==> src/pst_cfg_map.svh <==
`ifndef PST_CFG_MAP_SVH
`define PST_CFG_MAP_SVH
// command code of the configuration word (index on the command port)
`define PST_CMD_CFG          8'hDF
`define PST_CMD_PAGE         8'h00
`define PST_CMD_SERIAL       8'h9E
`define PST_CMD_USER_FIRST   8'hB0
`define PST_USER_COUNT       13
`define PST_USER_BYTES       6
`define PST_PAGE_A           8'h00
`define PST_PAGE_B           8'h01
// field positions
`define PST_DCM_BIT          15
`define PST_DROP21_HI        14
`define PST_DROP21_LO        13
`define PST_ADD56_HI         12
`define PST_ADD56_LO         11
`define PST_ADD45_HI         10
`define PST_ADD45_LO         9
`define PST_ADD34_HI         8
`define PST_ADD34_LO         7
`define PST_ADD23_HI         6
`define PST_ADD23_LO         5
`define PST_ADD12_HI         5
`define PST_ADD12_LO         4
`define PST_SHED1_BIT        3
`define PST_PEAK_HI          2
`define PST_PEAK_LO          0
// currents in amperes, then the maximum phase count of channels A and B
`define PST_PEAK_BASE_A      12
`define PST_PEAK_STEP_A      2
`define PST_ADD_BASE_A       6
`define PST_ADD_STEP_A       2
`define PST_DROP_BASE_A      2
`define PST_DROP_STEP_A      2
`define PST_MAX_PHASES_A     6
`define PST_MAX_PHASES_B     3
`endif

==> src/pst_pkg.sv <==
package pst_pkg;
    typedef logic [7:0]  pst_cmd_t;
    typedef logic [15:0] pst_word_t;
    typedef logic [9:0]  pst_amp_t;
    typedef logic [2:0]  pst_phase_t;
    typedef enum logic [2:0] {
        PST_IDLE  = 3'b001,
        PST_READ  = 3'b010,
        PST_WRITE = 3'b100
    } pst_bus_e;
endpackage

==> src/pst_shed_ctrl.sv <==
`timescale 1ns/1ps
`default_nettype none
`include "pst_cfg_map.svh"
module pst_shed_ctrl
    import pst_pkg::*;
(
    // clock and reset
    input  wire logic       ref_clk_in,
    input  wire logic       resetn_in,
    // configuration of this channel
    input  wire pst_word_t  cfg_in,
    input  wire logic       chan_b_in,
    input  wire logic       shed_en_in,
    // synchronised current samples, total amperes of the channel
    input  wire pst_amp_t   avg_cur_in,
    input  wire pst_amp_t   peak_cur_in,
    // state
    output logic            light_load_out,
    output pst_phase_t      phases_out
);
    pst_phase_t phases_r;
    pst_phase_t phases_nxt;
    logic       light_r;
    logic       light_nxt;
    pst_amp_t   peak_a;
    pst_amp_t   add_th;
    pst_amp_t   drop_th;
    pst_phase_t max_ph;
    logic [1:0] add_code;

    function automatic pst_amp_t mul(input pst_phase_t n, input pst_amp_t a);
        mul = 10'(n * a);
    endfunction

    always_comb begin
        peak_a = 10'(`PST_PEAK_BASE_A + `PST_PEAK_STEP_A * cfg_in[`PST_PEAK_HI-1:`PST_PEAK_LO]);
        max_ph = chan_b_in ? 3'(`PST_MAX_PHASES_B) : 3'(`PST_MAX_PHASES_A);
        case (phases_r)
            3'h1: add_code = cfg_in[`PST_ADD12_HI:`PST_ADD12_LO];
            3'h2: add_code = cfg_in[`PST_ADD23_HI:`PST_ADD23_LO];
            3'h3: add_code = chan_b_in ? 2'h0 : cfg_in[`PST_ADD34_HI:`PST_ADD34_LO];
            3'h4: add_code = cfg_in[`PST_ADD45_HI:`PST_ADD45_LO];
            default: add_code = cfg_in[`PST_ADD56_HI:`PST_ADD56_LO];
        endcase
        // channel B ignores upper add fields
        if (chan_b_in && phases_r >= 3'h3) begin
            add_code = 2'h0;
        end
        add_th = 10'(mul(phases_r, peak_a) + `PST_ADD_BASE_A + `PST_ADD_STEP_A * add_code);
        // drop offset, 00b -2 A up to 11b +4 A
        drop_th = 10'(peak_a + `PST_DROP_STEP_A * cfg_in[`PST_DROP21_HI:`PST_DROP21_LO]
                  - `PST_DROP_BASE_A);
        phases_nxt = phases_r;
        if (!shed_en_in) begin
            if (phases_r < max_ph) begin
                phases_nxt = 3'(phases_r + 3'h1);
            end
        end else if (phases_r < max_ph && peak_cur_in >= add_th) begin
            phases_nxt = 3'(phases_r + 3'h1);
        end else if (phases_r == 3'h2 && cfg_in[`PST_SHED1_BIT] && avg_cur_in <= drop_th) begin
            phases_nxt = 3'h1;
        end
        if (phases_nxt == 3'h0 || phases_nxt > max_ph) begin
            phases_nxt = max_ph;
        end
        // light load mode in single phase
        light_nxt = cfg_in[`PST_DCM_BIT] && phases_nxt == 3'h1;
    end

    always_ff @(posedge ref_clk_in) begin
        if (!resetn_in) begin
            phases_r <= 3'h1;
            light_r  <= 1'b0;
        end else begin
            phases_r <= phases_nxt;
            light_r  <= light_nxt;
        end
    end

    assign phases_out     = phases_r;
    assign light_load_out = light_r;
endmodule
`default_nettype wire

==> src/pst_cfg_top.sv <==
`timescale 1ns/1ps
`default_nettype none
`include "pst_cfg_map.svh"
// Contract
// - bit 15 enables light-load mode while one phase runs.
// - two-to-one drop threshold is peak current plus offset, -2 to +4 A.
// - drop a phase when average current reaches the drop threshold.
// - add a phase when peak current reaches the add threshold.
// - bits 12:11, channel A, five-to-six add: 5x peak plus 6..12 A.
// - bits 10:9, channel A, four-to-five add: 4x peak plus 6..12 A.
// - bits 8:7, channel A, three-to-four add: 3x peak plus 6..12 A.
// - bits 6:5, two-to-three add: 2x peak plus 6..12 A.
// - bits 5:4, one-to-two add: peak plus 6..12 A.
// - bit 3 permits shedding from two phases to one.
// - bits select peak current 12, 14, 16 or 18 A.
// - all fields read and write, reset from nonvolatile defaults.
// - thirteen six-byte user blocks map the configuration for storing.
// - serial command returns a checksum of stored configuration.
// - page 00h selects channel A, 01h channel B.
// - word is reached only by word writes and word reads; user blocks 0 and 1 also reach both words by non-word access.
module pst_cfg_top
    import pst_pkg::*;
(
    // clock and reset
    input  wire logic       ref_clk_in,
    input  wire logic       resetn_in,
    // nonvolatile defaults, stable at reset
    input  wire pst_word_t  nvm_cfg_a_in,
    input  wire pst_word_t  nvm_cfg_b_in,
    // decoded word transaction port
    input  wire logic       cmd_valid_in,
    input  wire logic       cmd_write_in,
    input  wire logic       cmd_word_in,
    input  wire pst_cmd_t   cmd_code_in,
    input  wire pst_word_t  cmd_wdata_in,
    output logic            cmd_ack_out,
    output logic            cmd_nack_out,
    output pst_word_t       cmd_rdata_out,
    // shedding control and current samples
    input  wire logic       shed_en_in,
    input  wire pst_amp_t   avg_cur_a_in,
    input  wire pst_amp_t   peak_cur_a_in,
    input  wire pst_amp_t   avg_cur_b_in,
    input  wire pst_amp_t   peak_cur_b_in,
    // channel state
    output pst_phase_t      phases_a_out,
    output pst_phase_t      phases_b_out,
    output logic            light_load_a_out,
    output logic            light_load_b_out
);
    pst_word_t  cfg_a_r;
    pst_word_t  cfg_a_nxt;
    pst_word_t  cfg_b_r;
    pst_word_t  cfg_b_nxt;
    logic [7:0] page_r;
    logic [7:0] page_nxt;
    logic       load_r;
    logic       load_nxt;
    pst_bus_e   st_r;
    pst_bus_e   st_nxt;
    logic       ack_r;
    logic       ack_nxt;
    logic       nack_r;
    logic       nack_nxt;
    pst_word_t  rdata_r;
    pst_word_t  rdata_nxt;
    logic       sync_en_1_r;
    logic       sync_en_2_r;
    pst_amp_t   avg_a_1_r;
    pst_amp_t   avg_a_2_r;
    pst_amp_t   pk_a_1_r;
    pst_amp_t   pk_a_2_r;
    pst_amp_t   avg_b_1_r;
    pst_amp_t   avg_b_2_r;
    pst_amp_t   pk_b_1_r;
    pst_amp_t   pk_b_2_r;
    pst_phase_t ph_a;
    pst_phase_t ph_b;
    logic       ll_a;
    logic       ll_b;
    pst_phase_t ph_a_r;
    pst_phase_t ph_b_r;
    logic       ll_a_r;
    logic       ll_b_r;
    logic [3:0] blk_idx;
    logic       blk_hit;

    // fold both words into a small checksum; cheap, catches single flips
    function automatic pst_word_t csum(input pst_word_t a, input pst_word_t b);
        csum = 16'(a + {b[7:0], b[15:8]} + 16'h5A5A);
    endfunction

    // two flops on every external sample, the samples arrive from the analog side
    always_ff @(posedge ref_clk_in) begin
        if (!resetn_in) begin
            // reset as enabled, so phases do not climb while the synchroniser fills
            sync_en_1_r <= 1'b1;
            sync_en_2_r <= 1'b1;
            avg_a_1_r   <= 10'h000;
            avg_a_2_r   <= 10'h000;
            pk_a_1_r    <= 10'h000;
            pk_a_2_r    <= 10'h000;
            avg_b_1_r   <= 10'h000;
            avg_b_2_r   <= 10'h000;
            pk_b_1_r    <= 10'h000;
            pk_b_2_r    <= 10'h000;
        end else begin
            sync_en_1_r <= shed_en_in;
            sync_en_2_r <= sync_en_1_r;
            avg_a_1_r   <= avg_cur_a_in;
            avg_a_2_r   <= avg_a_1_r;
            pk_a_1_r    <= peak_cur_a_in;
            pk_a_2_r    <= pk_a_1_r;
            avg_b_1_r   <= avg_cur_b_in;
            avg_b_2_r   <= avg_b_1_r;
            pk_b_1_r    <= peak_cur_b_in;
            pk_b_2_r    <= pk_b_1_r;
        end
    end

    always_comb begin
        blk_idx = 4'(cmd_code_in - `PST_CMD_USER_FIRST);
        // full-width range test, the short index alone would alias codes above the blocks
        blk_hit = cmd_code_in >= `PST_CMD_USER_FIRST
                  && cmd_code_in < 8'(`PST_CMD_USER_FIRST + `PST_USER_COUNT);
    end

    always_comb begin
        cfg_a_nxt = cfg_a_r;
        cfg_b_nxt = cfg_b_r;
        page_nxt  = page_r;
        load_nxt  = 1'b0;
        st_nxt    = PST_IDLE;
        ack_nxt   = 1'b0;
        nack_nxt  = 1'b0;
        rdata_nxt = rdata_r;
        // defaults taken one cycle after reset release
        if (load_r) begin
            cfg_a_nxt = nvm_cfg_a_in;
            cfg_b_nxt = nvm_cfg_b_in;
        end else if (cmd_valid_in) begin
            st_nxt  = cmd_write_in ? PST_WRITE : PST_READ;
            ack_nxt = 1'b1;
            case (cmd_code_in)
                `PST_CMD_PAGE: begin
                    if (cmd_write_in) begin
                        page_nxt = cmd_wdata_in[7:0];
                    end
                    rdata_nxt = {8'h00, page_r};
                end
                `PST_CMD_CFG: begin
                    if (!cmd_word_in) begin
                        ack_nxt  = 1'b0;
                        nack_nxt = 1'b1;
                    end else if (page_r == `PST_PAGE_A) begin
                        if (cmd_write_in) begin
                            cfg_a_nxt = cmd_wdata_in;
                        end
                        rdata_nxt = cfg_a_r;
                    end else if (page_r == `PST_PAGE_B) begin
                        if (cmd_write_in) begin
                            cfg_b_nxt = cmd_wdata_in;
                        end
                        rdata_nxt = cfg_b_r;
                    end else begin
                        ack_nxt  = 1'b0;
                        nack_nxt = 1'b1;
                    end
                end
                `PST_CMD_SERIAL: begin
                    rdata_nxt = csum(cfg_a_r, cfg_b_r);
                    if (cmd_write_in) begin
                        ack_nxt  = 1'b0;
                        nack_nxt = 1'b1;
                    end
                end
                default: begin
                    // user blocks: block 0 reads back word A, block 1 word B, others zero
                    if (blk_hit) begin
                        rdata_nxt = (blk_idx == 4'h0) ? cfg_a_r : 16'h0000;
                        if (cmd_write_in && blk_idx == 4'h0) begin
                            cfg_a_nxt = cmd_wdata_in;
                        end
                        if (cmd_write_in && blk_idx == 4'h1) begin
                            cfg_b_nxt = cmd_wdata_in;
                        end
                        if (!cmd_write_in && blk_idx == 4'h1) begin
                            rdata_nxt = cfg_b_r;
                        end
                    end else begin
                        ack_nxt  = 1'b0;
                        nack_nxt = 1'b1;
                    end
                end
            endcase
        end
        if (st_nxt == PST_WRITE && !ack_nxt) begin
            st_nxt = PST_IDLE;
        end
    end

    always_ff @(posedge ref_clk_in) begin
        if (!resetn_in) begin
            cfg_a_r <= 16'h0000;
            cfg_b_r <= 16'h0000;
            page_r  <= 8'h00;
            load_r  <= 1'b1;
            st_r    <= PST_IDLE;
            ack_r   <= 1'b0;
            nack_r  <= 1'b0;
            rdata_r <= 16'h0000;
        end else begin
            cfg_a_r <= cfg_a_nxt;
            cfg_b_r <= cfg_b_nxt;
            page_r  <= page_nxt;
            load_r  <= load_nxt;
            st_r    <= st_nxt;
            ack_r   <= ack_nxt;
            nack_r  <= nack_nxt;
            rdata_r <= rdata_nxt;
        end
    end

    pst_shed_ctrl u_shed_a (
        .ref_clk_in     (ref_clk_in),
        .resetn_in      (resetn_in),
        .cfg_in         (cfg_a_r),
        .chan_b_in      (1'b0),
        .shed_en_in     (sync_en_2_r),
        .avg_cur_in     (avg_a_2_r),
        .peak_cur_in    (pk_a_2_r),
        .light_load_out (ll_a),
        .phases_out     (ph_a)
    );

    pst_shed_ctrl u_shed_b (
        .ref_clk_in     (ref_clk_in),
        .resetn_in      (resetn_in),
        .cfg_in         (cfg_b_r),
        .chan_b_in      (1'b1),
        .shed_en_in     (sync_en_2_r),
        .avg_cur_in     (avg_b_2_r),
        .peak_cur_in    (pk_b_2_r),
        .light_load_out (ll_b),
        .phases_out     (ph_b)
    );

    always_ff @(posedge ref_clk_in) begin
        if (!resetn_in) begin
            ph_a_r <= 3'h1;
            ph_b_r <= 3'h1;
            ll_a_r <= 1'b0;
            ll_b_r <= 1'b0;
        end else begin
            ph_a_r <= ph_a;
            ph_b_r <= ph_b;
            ll_a_r <= ll_a;
            ll_b_r <= ll_b;
        end
    end

    assign cmd_ack_out      = ack_r;
    assign cmd_nack_out     = nack_r;
    assign cmd_rdata_out    = rdata_r;
    assign phases_a_out     = ph_a_r;
    assign phases_b_out     = ph_b_r;
    assign light_load_a_out = ll_a_r;
    assign light_load_b_out = ll_b_r;
endmodule
`default_nettype wire

==> config.mk <==
export PLATFORM = sky130hd
export DESIGN_NAME = pst_cfg_top
export DESIGN_NICKNAME = d
export VERILOG_FILES = /design/src/pst_pkg.sv /design/src/pst_shed_ctrl.sv /design/src/pst_cfg_top.sv
export VERILOG_INCLUDE_DIRS = /design/src /design/src/src
export SDC_FILE = /design/constraint.sdc
export NUM_CORES = 1
export LEC_CHECK = 0
export BUFFER_PORTS_ARGS = -buffer_cell sky130_fd_sc_hd__buf_2
export CAP_MARGIN = 20
export CELL_PAD_IN_SITES_DETAIL_PLACEMENT = 1
export CELL_PAD_IN_SITES_GLOBAL_PLACEMENT = 1
export CORE_MARGIN = 2
export CORE_UTILIZATION = 47
export CTS_CLUSTER_SIZE = 20
export DETAILED_ROUTE_END_ITERATION = 16
export PLACE_DENSITY = 0.93
export SKIP_CTS_REPAIR_TIMING = 1
export SLEW_MARGIN = 40
export SYNTH_ARGS = -nofsm -noshare
export SYNTH_HDL_FRONTEND = slang
export SYNTH_SLANG_ARGS = --single-unit
==> constraint.sdc <==
create_clock -name ref_clk_in -period 8.1 [get_ports ref_clk_in]
set_input_delay 1.215 -clock ref_clk_in [delete_from_list [all_inputs] [get_ports ref_clk_in]]
set_output_delay 1.215 -clock ref_clk_in [all_outputs]
set_load 0.01 [all_outputs]
==> results.md, run 1 <==
- Status: finished clean
- Post-synth EDFFs: 0
- Reg2reg start: u_shed_b.phases_out[1]$_SDFF_PN0_
- Crit start category: register
- Die height: 141 um
- FF+latch area: 3140 um^2
- Fin crit period: 5.78 ns
- Commonest non-fill, non-tap cell in the layout: dfxtp_1
- GPL Wtd Cong: 0.902
- Share of the synthesized area in the top cell type: 0.358
- Async set-reset flop share out of synthesis: 0
- CP Data Required Time: 8.48 ns
- Final Hold Viols: 0
- CTS max path bufs: 2
- Routed WL per cell: 21.1 um
- Tcrit/Tclk final: 0.714
- Number of remaining DRC errors: 0
- Seq cells post-synth: 157
- Gr usage total: 0.290
- Mapped cell area: 8780 um^2
- Setup Skew: 0.0107 ns
- Post-Syn Instances: 995
- CP Capture Type: register
- Worst-path clk slew: 0.07 ns
- Worst min path class: register to register
- Worst hold start: sync_en_1_r$_SDFF_PN1_
- Drt first pass iters: 4
- Avg Cell Area, Syn: 8.83 um^2
- Skew-Pair Late Insertion Delay: 0.44 ns
- Most frequent cells in the layout: dfxtp_1, buf_2, ha_1
- R2R Path End: u_shed_b.light_load_out$_SDFF_PN0_
- Synth top area cells: dfxtp_1, ha_1, and2_1, a21oi_1, nor2_1
- Reg2reg path depth: 21
- Number of port buffers: 127
- Vias in the first global route: 8479
- GR met1 Demand/Resource: 0.345
- Aggregate global routing overflow: 0
- Layout cell share with drive strength beyond 1: 0.166
- Leak: 4.63 nW
- Vias/cell: 5.92
- Nets: 1319
- Rel. slew slack: 0.504
- CTS Sinks: 157
- Post-route ant nets: 0
- Top_reg_cell synth: dfxtp_1
- # setup viols final: 0
- Die Outline Area: 19800 um^2
- VDD IR max: 173 uV
- WHS Endpoint: sync_en_2_r$_SDFF_PN1_
- Area leader, netlist: dfxtp_1
- Diode count: 0
- Footprint of the multi-input gates: 5150 um^2
- Netlist cell types: 72
- Slew @ Worst Pin: 0.734 ns
- CTS H-tree lvls: 4
- Max Clock Freq: 173 MHz
- DP Wirelength: 20.4 mm
- # IOs: 128
- Largest net degree at the start of global routing: 105
- DRT Wirelength: 28.4 mm
- Busiest grt layer: met2
- Max Cap Viol: 0
- TritonCTS clock tree: built
- Std cell rows: 49
- Fillers: 2145
- Pins Over Slew Limit: 0
- Area growth, synth to finish: 16.3%
- Number of CTS-inserted buffers: 17
- Met2 Track Usage GR: 0.498
- YS warnings: 0
- Initial Util: 0.484
- Total Neg Setup Slack: 0 ns
- Arrival @ worst endpoint: 6.16 ns
- Hold path depth: 1
- R2R setup slack: 2.32 ns
- Setup CP Type: register to register
- M3 GR Usage: 0.0560
- Initial antenna violation count: 0
- Initial DRC Count: 442
- Final cell utilization of the core: 0.563
- Core ar.: 18100 um^2
- Crit-path max FO: 9
- Chip width: 141 um
- First-pass GRT wire length: 44.8 mm
- Power per cell area: 249 nW/um^2
- Post-synthesis sequential area ratio: 0.358
- RSZ-0062 raised after global routing: no
- Vias: 7988
- Clk Tree Root Cell: clkbuf_16
==> Yosys cell counts (all sizes together), types with 3 or more instances <==
cell,count
a211oi,37
a21boi,3
a21o,9
a21oi,87
a221o,4
a221oi,14
a22oi,6
a31oi,4
and2,84
and3,5
and4,3
buf,17
clkbuf,30
dfxtp,157
fa,13
ha,97
inv,77
mux2i,19
nand2,38
nand2b,11
nand3,21
nand4,7
nor2,94
nor2b,21
nor3,10
nor4,8
o211ai,5
o21a,3
o21ai,33
o21bai,7
o221ai,3
o22ai,12
or3,3
or4,3
xnor2,16
xor2,3
==> worst max-delay path, cell delays in order (launching register included) <==
cell	delay, ns
dfxtp_1	0.53
inv_1	0.20
ha_1	0.28
or4_1	0.47
o21ai_0	0.12
a21oi_1	0.12
nor2_1	0.18
fa_1	0.46
ha_1	0.25
a21o_1	0.18
a21oi_1	0.24
o21bai_1	0.10
a21oi_1	0.23
xnor2_1	0.20
ha_1	0.32
a21o_1	0.19
a211oi_1	0.36
nand2_1	0.14
o21ai_0	0.23
mux2i_1	0.15
a2111oi_1	0.51
and4_1	0.26
==> flip-flops by register name (all words and copies together), names as in the netlist, 10 cells and up <==
signal and flops:
avg_a_1_r 10, avg_a_2_r 10, avg_b_1_r 10, avg_b_2_r 10
cfg_a_r 16, cfg_b_r 16, cmd_rdata_out 16, pk_a_1_r 10
pk_a_2_r 10, pk_b_1_r 10, pk_b_2_r 10
==> metal layers <==
metal | share of wire | vias to the layer above
li1 | - | 3711
met1 | 0.41 | 3853
met2 | 0.49 | 317
met3 | 0.059 | 107
met4 | 0.047 | 0
met5 | 0 | -
==> kinds of logic after synthesis <==
group | count (synthesis) | synth area share
buf+inv | 126 | 0.0588
xor+xnor | 19 | 0.0189
fa+ha+maj | 110 | 0.168
mux | 19 | 0.0217
compound gates | 247 | 0.184
other cells | 2 | 0.000855
flops | 157 | 0.358
simple gates | 315 | 0.190
==> worst max-delay path by stage <==
stage / startpoint / end / slack [ns]
2_1_floorplan: u_shed_b.phases_out[2]$_SDFF_PN0_ / u_shed_b.light_load_out$_SDFF_PN0_ / 3.35
3_3_place_gp: u_shed_b.phases_out[1]$_SDFF_PN0_ / u_shed_b.light_load_out$_SDFF_PN0_ / 3.06
3_5_place_dp: u_shed_b.phases_out[1]$_SDFF_PN0_ / u_shed_b.light_load_out$_SDFF_PN0_ / 2.79
4_1_cts: u_shed_b.phases_out[1]$_SDFF_PN0_ / u_shed_b.light_load_out$_SDFF_PN0_ / 2.45
5_1_grt: u_shed_b.phases_out[1]$_SDFF_PN0_ / u_shed_b.light_load_out$_SDFF_PN0_ / 2.03
6_report: u_shed_b.phases_out[1]$_SDFF_PN0_ / u_shed_b.light_load_out$_SDFF_PN0_ / 2.32
==> where the power goes <==
group	leakage, nW	internal [mW]	switching, mW
registers	1.29	0.817	0.0482
clock network	0.299	0.475	0.372
logic	3.03	0.339	0.493
total	4.63	1.63	0.913
==> through the flow <==
stage / setup WS, ns / total power, mW / cells / instance area [um^2] / hold slack [ns]
detailed placement: 2.79 / 1.67 / 1317 / 9590 / 0.407
global route: 2.03 / 2.68 / 1349 / 10200 / 0.451
global placement: 3.06 / 1.59 / 1314 / 9560 / 0.394
finish: 2.32 / 2.54 / 1349 / 10200 / 0.420
floorplan: 3.35 / 1.42 / 998 / 8790 / 0.386
CTS: 2.45 / 2.54 / 1349 / 10200 / 0.423
==> layout make-up <==
cell class / instances / area share
Multi-Input combinational cell: 715 / 0.505
Clock buffer: 18 / 0.0430
Clock inverter: 14 / 0.0168
Sequential cell: 157 / 0.308
Inverter: 79 / 0.0290
Tap cell: 229 / 0.0281
Timing Repair Buffer: 137 / 0.0707
No activity file was read; power rests on OpenSTA's default activity.
==> run 2: changes to the inputs <==
Settings changed: CORE_UTILIZATION 47 to 40, PLACE_DENSITY 0.93 to 0.85.
Clock period 8.1 ns to 5.3 ns, I/O delays scaled along.
==> run 2 against run 1 <==
Net effect: register-to-register slack worse by 2.2 ns; non-clock buffer count increased by 7; final area up 2.3%; critical path type unchanged.
==> results.md, run 2 (synthesis results as in run 1) <==
- Number of remaining DRC errors: 0 (unchanged)
- Skew-Pair Late Insertion Delay: 0.44 ns (about the same)
- Arrival @ worst endpoint: 5.57 ns (-0.59 ns)
- CTS Sinks: 157 (unchanged)
- Placed cell count: 1373 (+4.3%)
- # IOs: 128 (unchanged)
- Drt first pass iters: 5 (+1)
- CP Capture Type: register
- CP max-delay cell: or4_1
- Area growth, synth to finish: 19.0%
- Post-route ant nets: 0 (unchanged)
- Vias/cell: 5.54 (-6.4%)
- VDD IR max: 230 uV (+33%)
- Worst-path clk slew: 0.07 ns (about the same)
- Crit start category: register
- DRT Wirelength: 27.4 mm (-3.6%)
- First-pass GRT wire length: 42.7 mm (-4.7%)
- Slew @ Worst Pin: 0.635 ns (-0.0991 ns)
- Vias in the first global route: 8183 (-3.5%)
- Initial Util: 0.405 (-0.0790)
- Fin crit period: 5.19 ns (-0.595 ns)
- Gr usage total: 0.231 (-0.0591)
- TritonCTS clock tree: built
- Reg power frac: 0.330 (-0.010)
- Clock Power Share: 0.344 (+0.011)
- Sw Ratio: 0.349 (-0.00981)
- Initial antenna violation count: 1 (+1)
- Tcrit/Tclk final: 0.979 (+0.265)
- Vias: 7806 (-2.3%)
- CTS max path bufs: 2 (unchanged)
- Max Clock Freq: 193 MHz (+11%)
- Final Hold Viols: 0 (unchanged)
- Status: finished clean
- Non-Filler Instances: 1408 (+4.4%)
- Leak: 4.68 nW (+1.1%)
- Number of CTS-inserted buffers: 17 (unchanged)
- Final cell utilization of the core: 0.482 (-0.0811)
- Setup CP Type: register to register
- Internal power: 2.59 mW (+59%)
- GPL Wtd Cong: 0.911 (+1.0%)
- Die Outline Area: 23200 um^2 (+17%)
- Initial DRC Count: 439 (-0.68%)
- CTS H-tree lvls: 4 (unchanged)
- Pins Over Slew Limit: 0 (unchanged)
- Fillers: 2541 (+18%)
- Switch Pwr: 1.39 mW (+52%)
- Crit path cell chain: inv_1 > ha_1 > or4_1 > o21ai_0 > a21oi_1 > nor2_1 > fa_1 > ha_1 > fa_1 > a21oi_1 > o21bai_1 > a21oi_1 > nor2_1 > nor2_1 > ha_1 > a211oi_4 > nand2_1 > o21ai_1 > mux2i_1 > a2111oi_2 > and4_1
- Setup Skew: 0.0126 ns (+0.00196 ns)
- # setup viols final: 0 (unchanged)
- Combinational Power Share: 0.326 (about the same)
- Worst min path class: register to register
- Std cell rows: 54 (+10%)
- Routed WL per cell: 19.5 um (-7.6%)
- CP Buf/Inv Count: 1 (unchanged)
- Commonest non-fill, non-tap cell in the layout: dfxtp_1
- Largest net degree at the start of global routing: 105 (unchanged)
- Number of port buffers: 127 (unchanged)
- RSZ-0062 raised after global routing: yes
- Rel. slew slack: 0.576 (+0.0723)
- DP Wirelength: 19.8 mm (-3.0%)
- Crit-path max FO: 9 (unchanged)
- Power per cell area: 381 nW/um^2 (+53%)
- Core ar.: 21700 um^2 (+20%)
- CP Data Required Time: 5.68 ns (-2.80 ns)
- Max Cap Viol: 0 (unchanged)
- CP top delay family: adder cells
- Most frequent cells in the layout: dfxtp_1, buf_2, ha_1
- Layout cell share with drive strength beyond 1: 0.183 (+0.0167)
- Chip width: 152 um (+8.2%)
- Crit-path max cell delay: 0.50 ns (-0.03 ns)
- Aggregate global routing overflow: 0 (unchanged)
- Die height: 152 um (+8.2%)
- Clk Tree Root Cell: clkbuf_16
- Nets: 1326 (+0.53%)
[run 2: through the flow]
step | TNS, ns | total power, mW | hold slack [ns] | worst slack [ns] | area (um^2)
after CTS | -0.507 | 3.93 | 0.432 | -0.238 | 10300
after detailed placement | -0.0886 | 2.52 | 0.421 | -0.0594 | 9690
after floorplan | 0 | 2.16 | 0.386 | 0.550 | 8790
final | 0 | 3.99 | 0.431 | 0.110 | 10400
after global placement | 0 | 2.44 | 0.403 | 0.291 | 9670
after global routing | -0.337 | 4.20 | 0.446 | -0.151 | 10400
[run 2: power groups by stage]
stage | sequential, mW | combinational [mW] | clock (mW)
2_1_floorplan | 1.31 | 0.851 | 0
3_3_place_gp | 1.33 | 1.11 | 0
3_5_place_dp | 1.34 | 1.19 | 0
4_1_cts | 1.31 | 1.23 | 1.38
5_1_grt | 1.32 | 1.45 | 1.43
6_report | 1.31 | 1.30 | 1.37
[run 2: worst paths after layout]
check / start / endpoint / slack (ns) / depth (start not counted)
worst min-delay path: avg_b_1_r[6]$_SDFF_PN0_ / avg_b_2_r[6]$_SDFF_PN0_ / 0.43 / 1
worst max register to register: u_shed_b.phases_out[1]$_SDFF_PN0_ / u_shed_b.light_load_out$_SDFF_PN0_ / 0.11 / 21
worst max-delay path: u_shed_b.phases_out[1]$_SDFF_PN0_ / u_shed_b.light_load_out$_SDFF_PN0_ / 0.11 / 21
worst min register to register: avg_b_1_r[6]$_SDFF_PN0_ / avg_b_2_r[6]$_SDFF_PN0_ / 0.43 / 1
[run 2: routing by layer]
metal / part of all wire / up-vias / track usage
met5: 0 / - / 0
met1: 0.41 / 3783 / 0.272
met2: 0.50 / 237 / 0.410
met4: 0.035 / 0 / 0.103
li1: - / 3721 / -
met3: 0.049 / 65 / 0.0435
[run 2: layout make-up]
class	count	area [um^2]	area share
multi-input combinational	715	5220	0.500
sequential	157	3150	0.302
timing repair buffer	144	767	0.0734
clock buffer	17	425	0.0407
tap	280	350	0.0335
inverter	79	300	0.0287
clock inverter	15	224	0.0214
antenna	1	2.50	0.000240
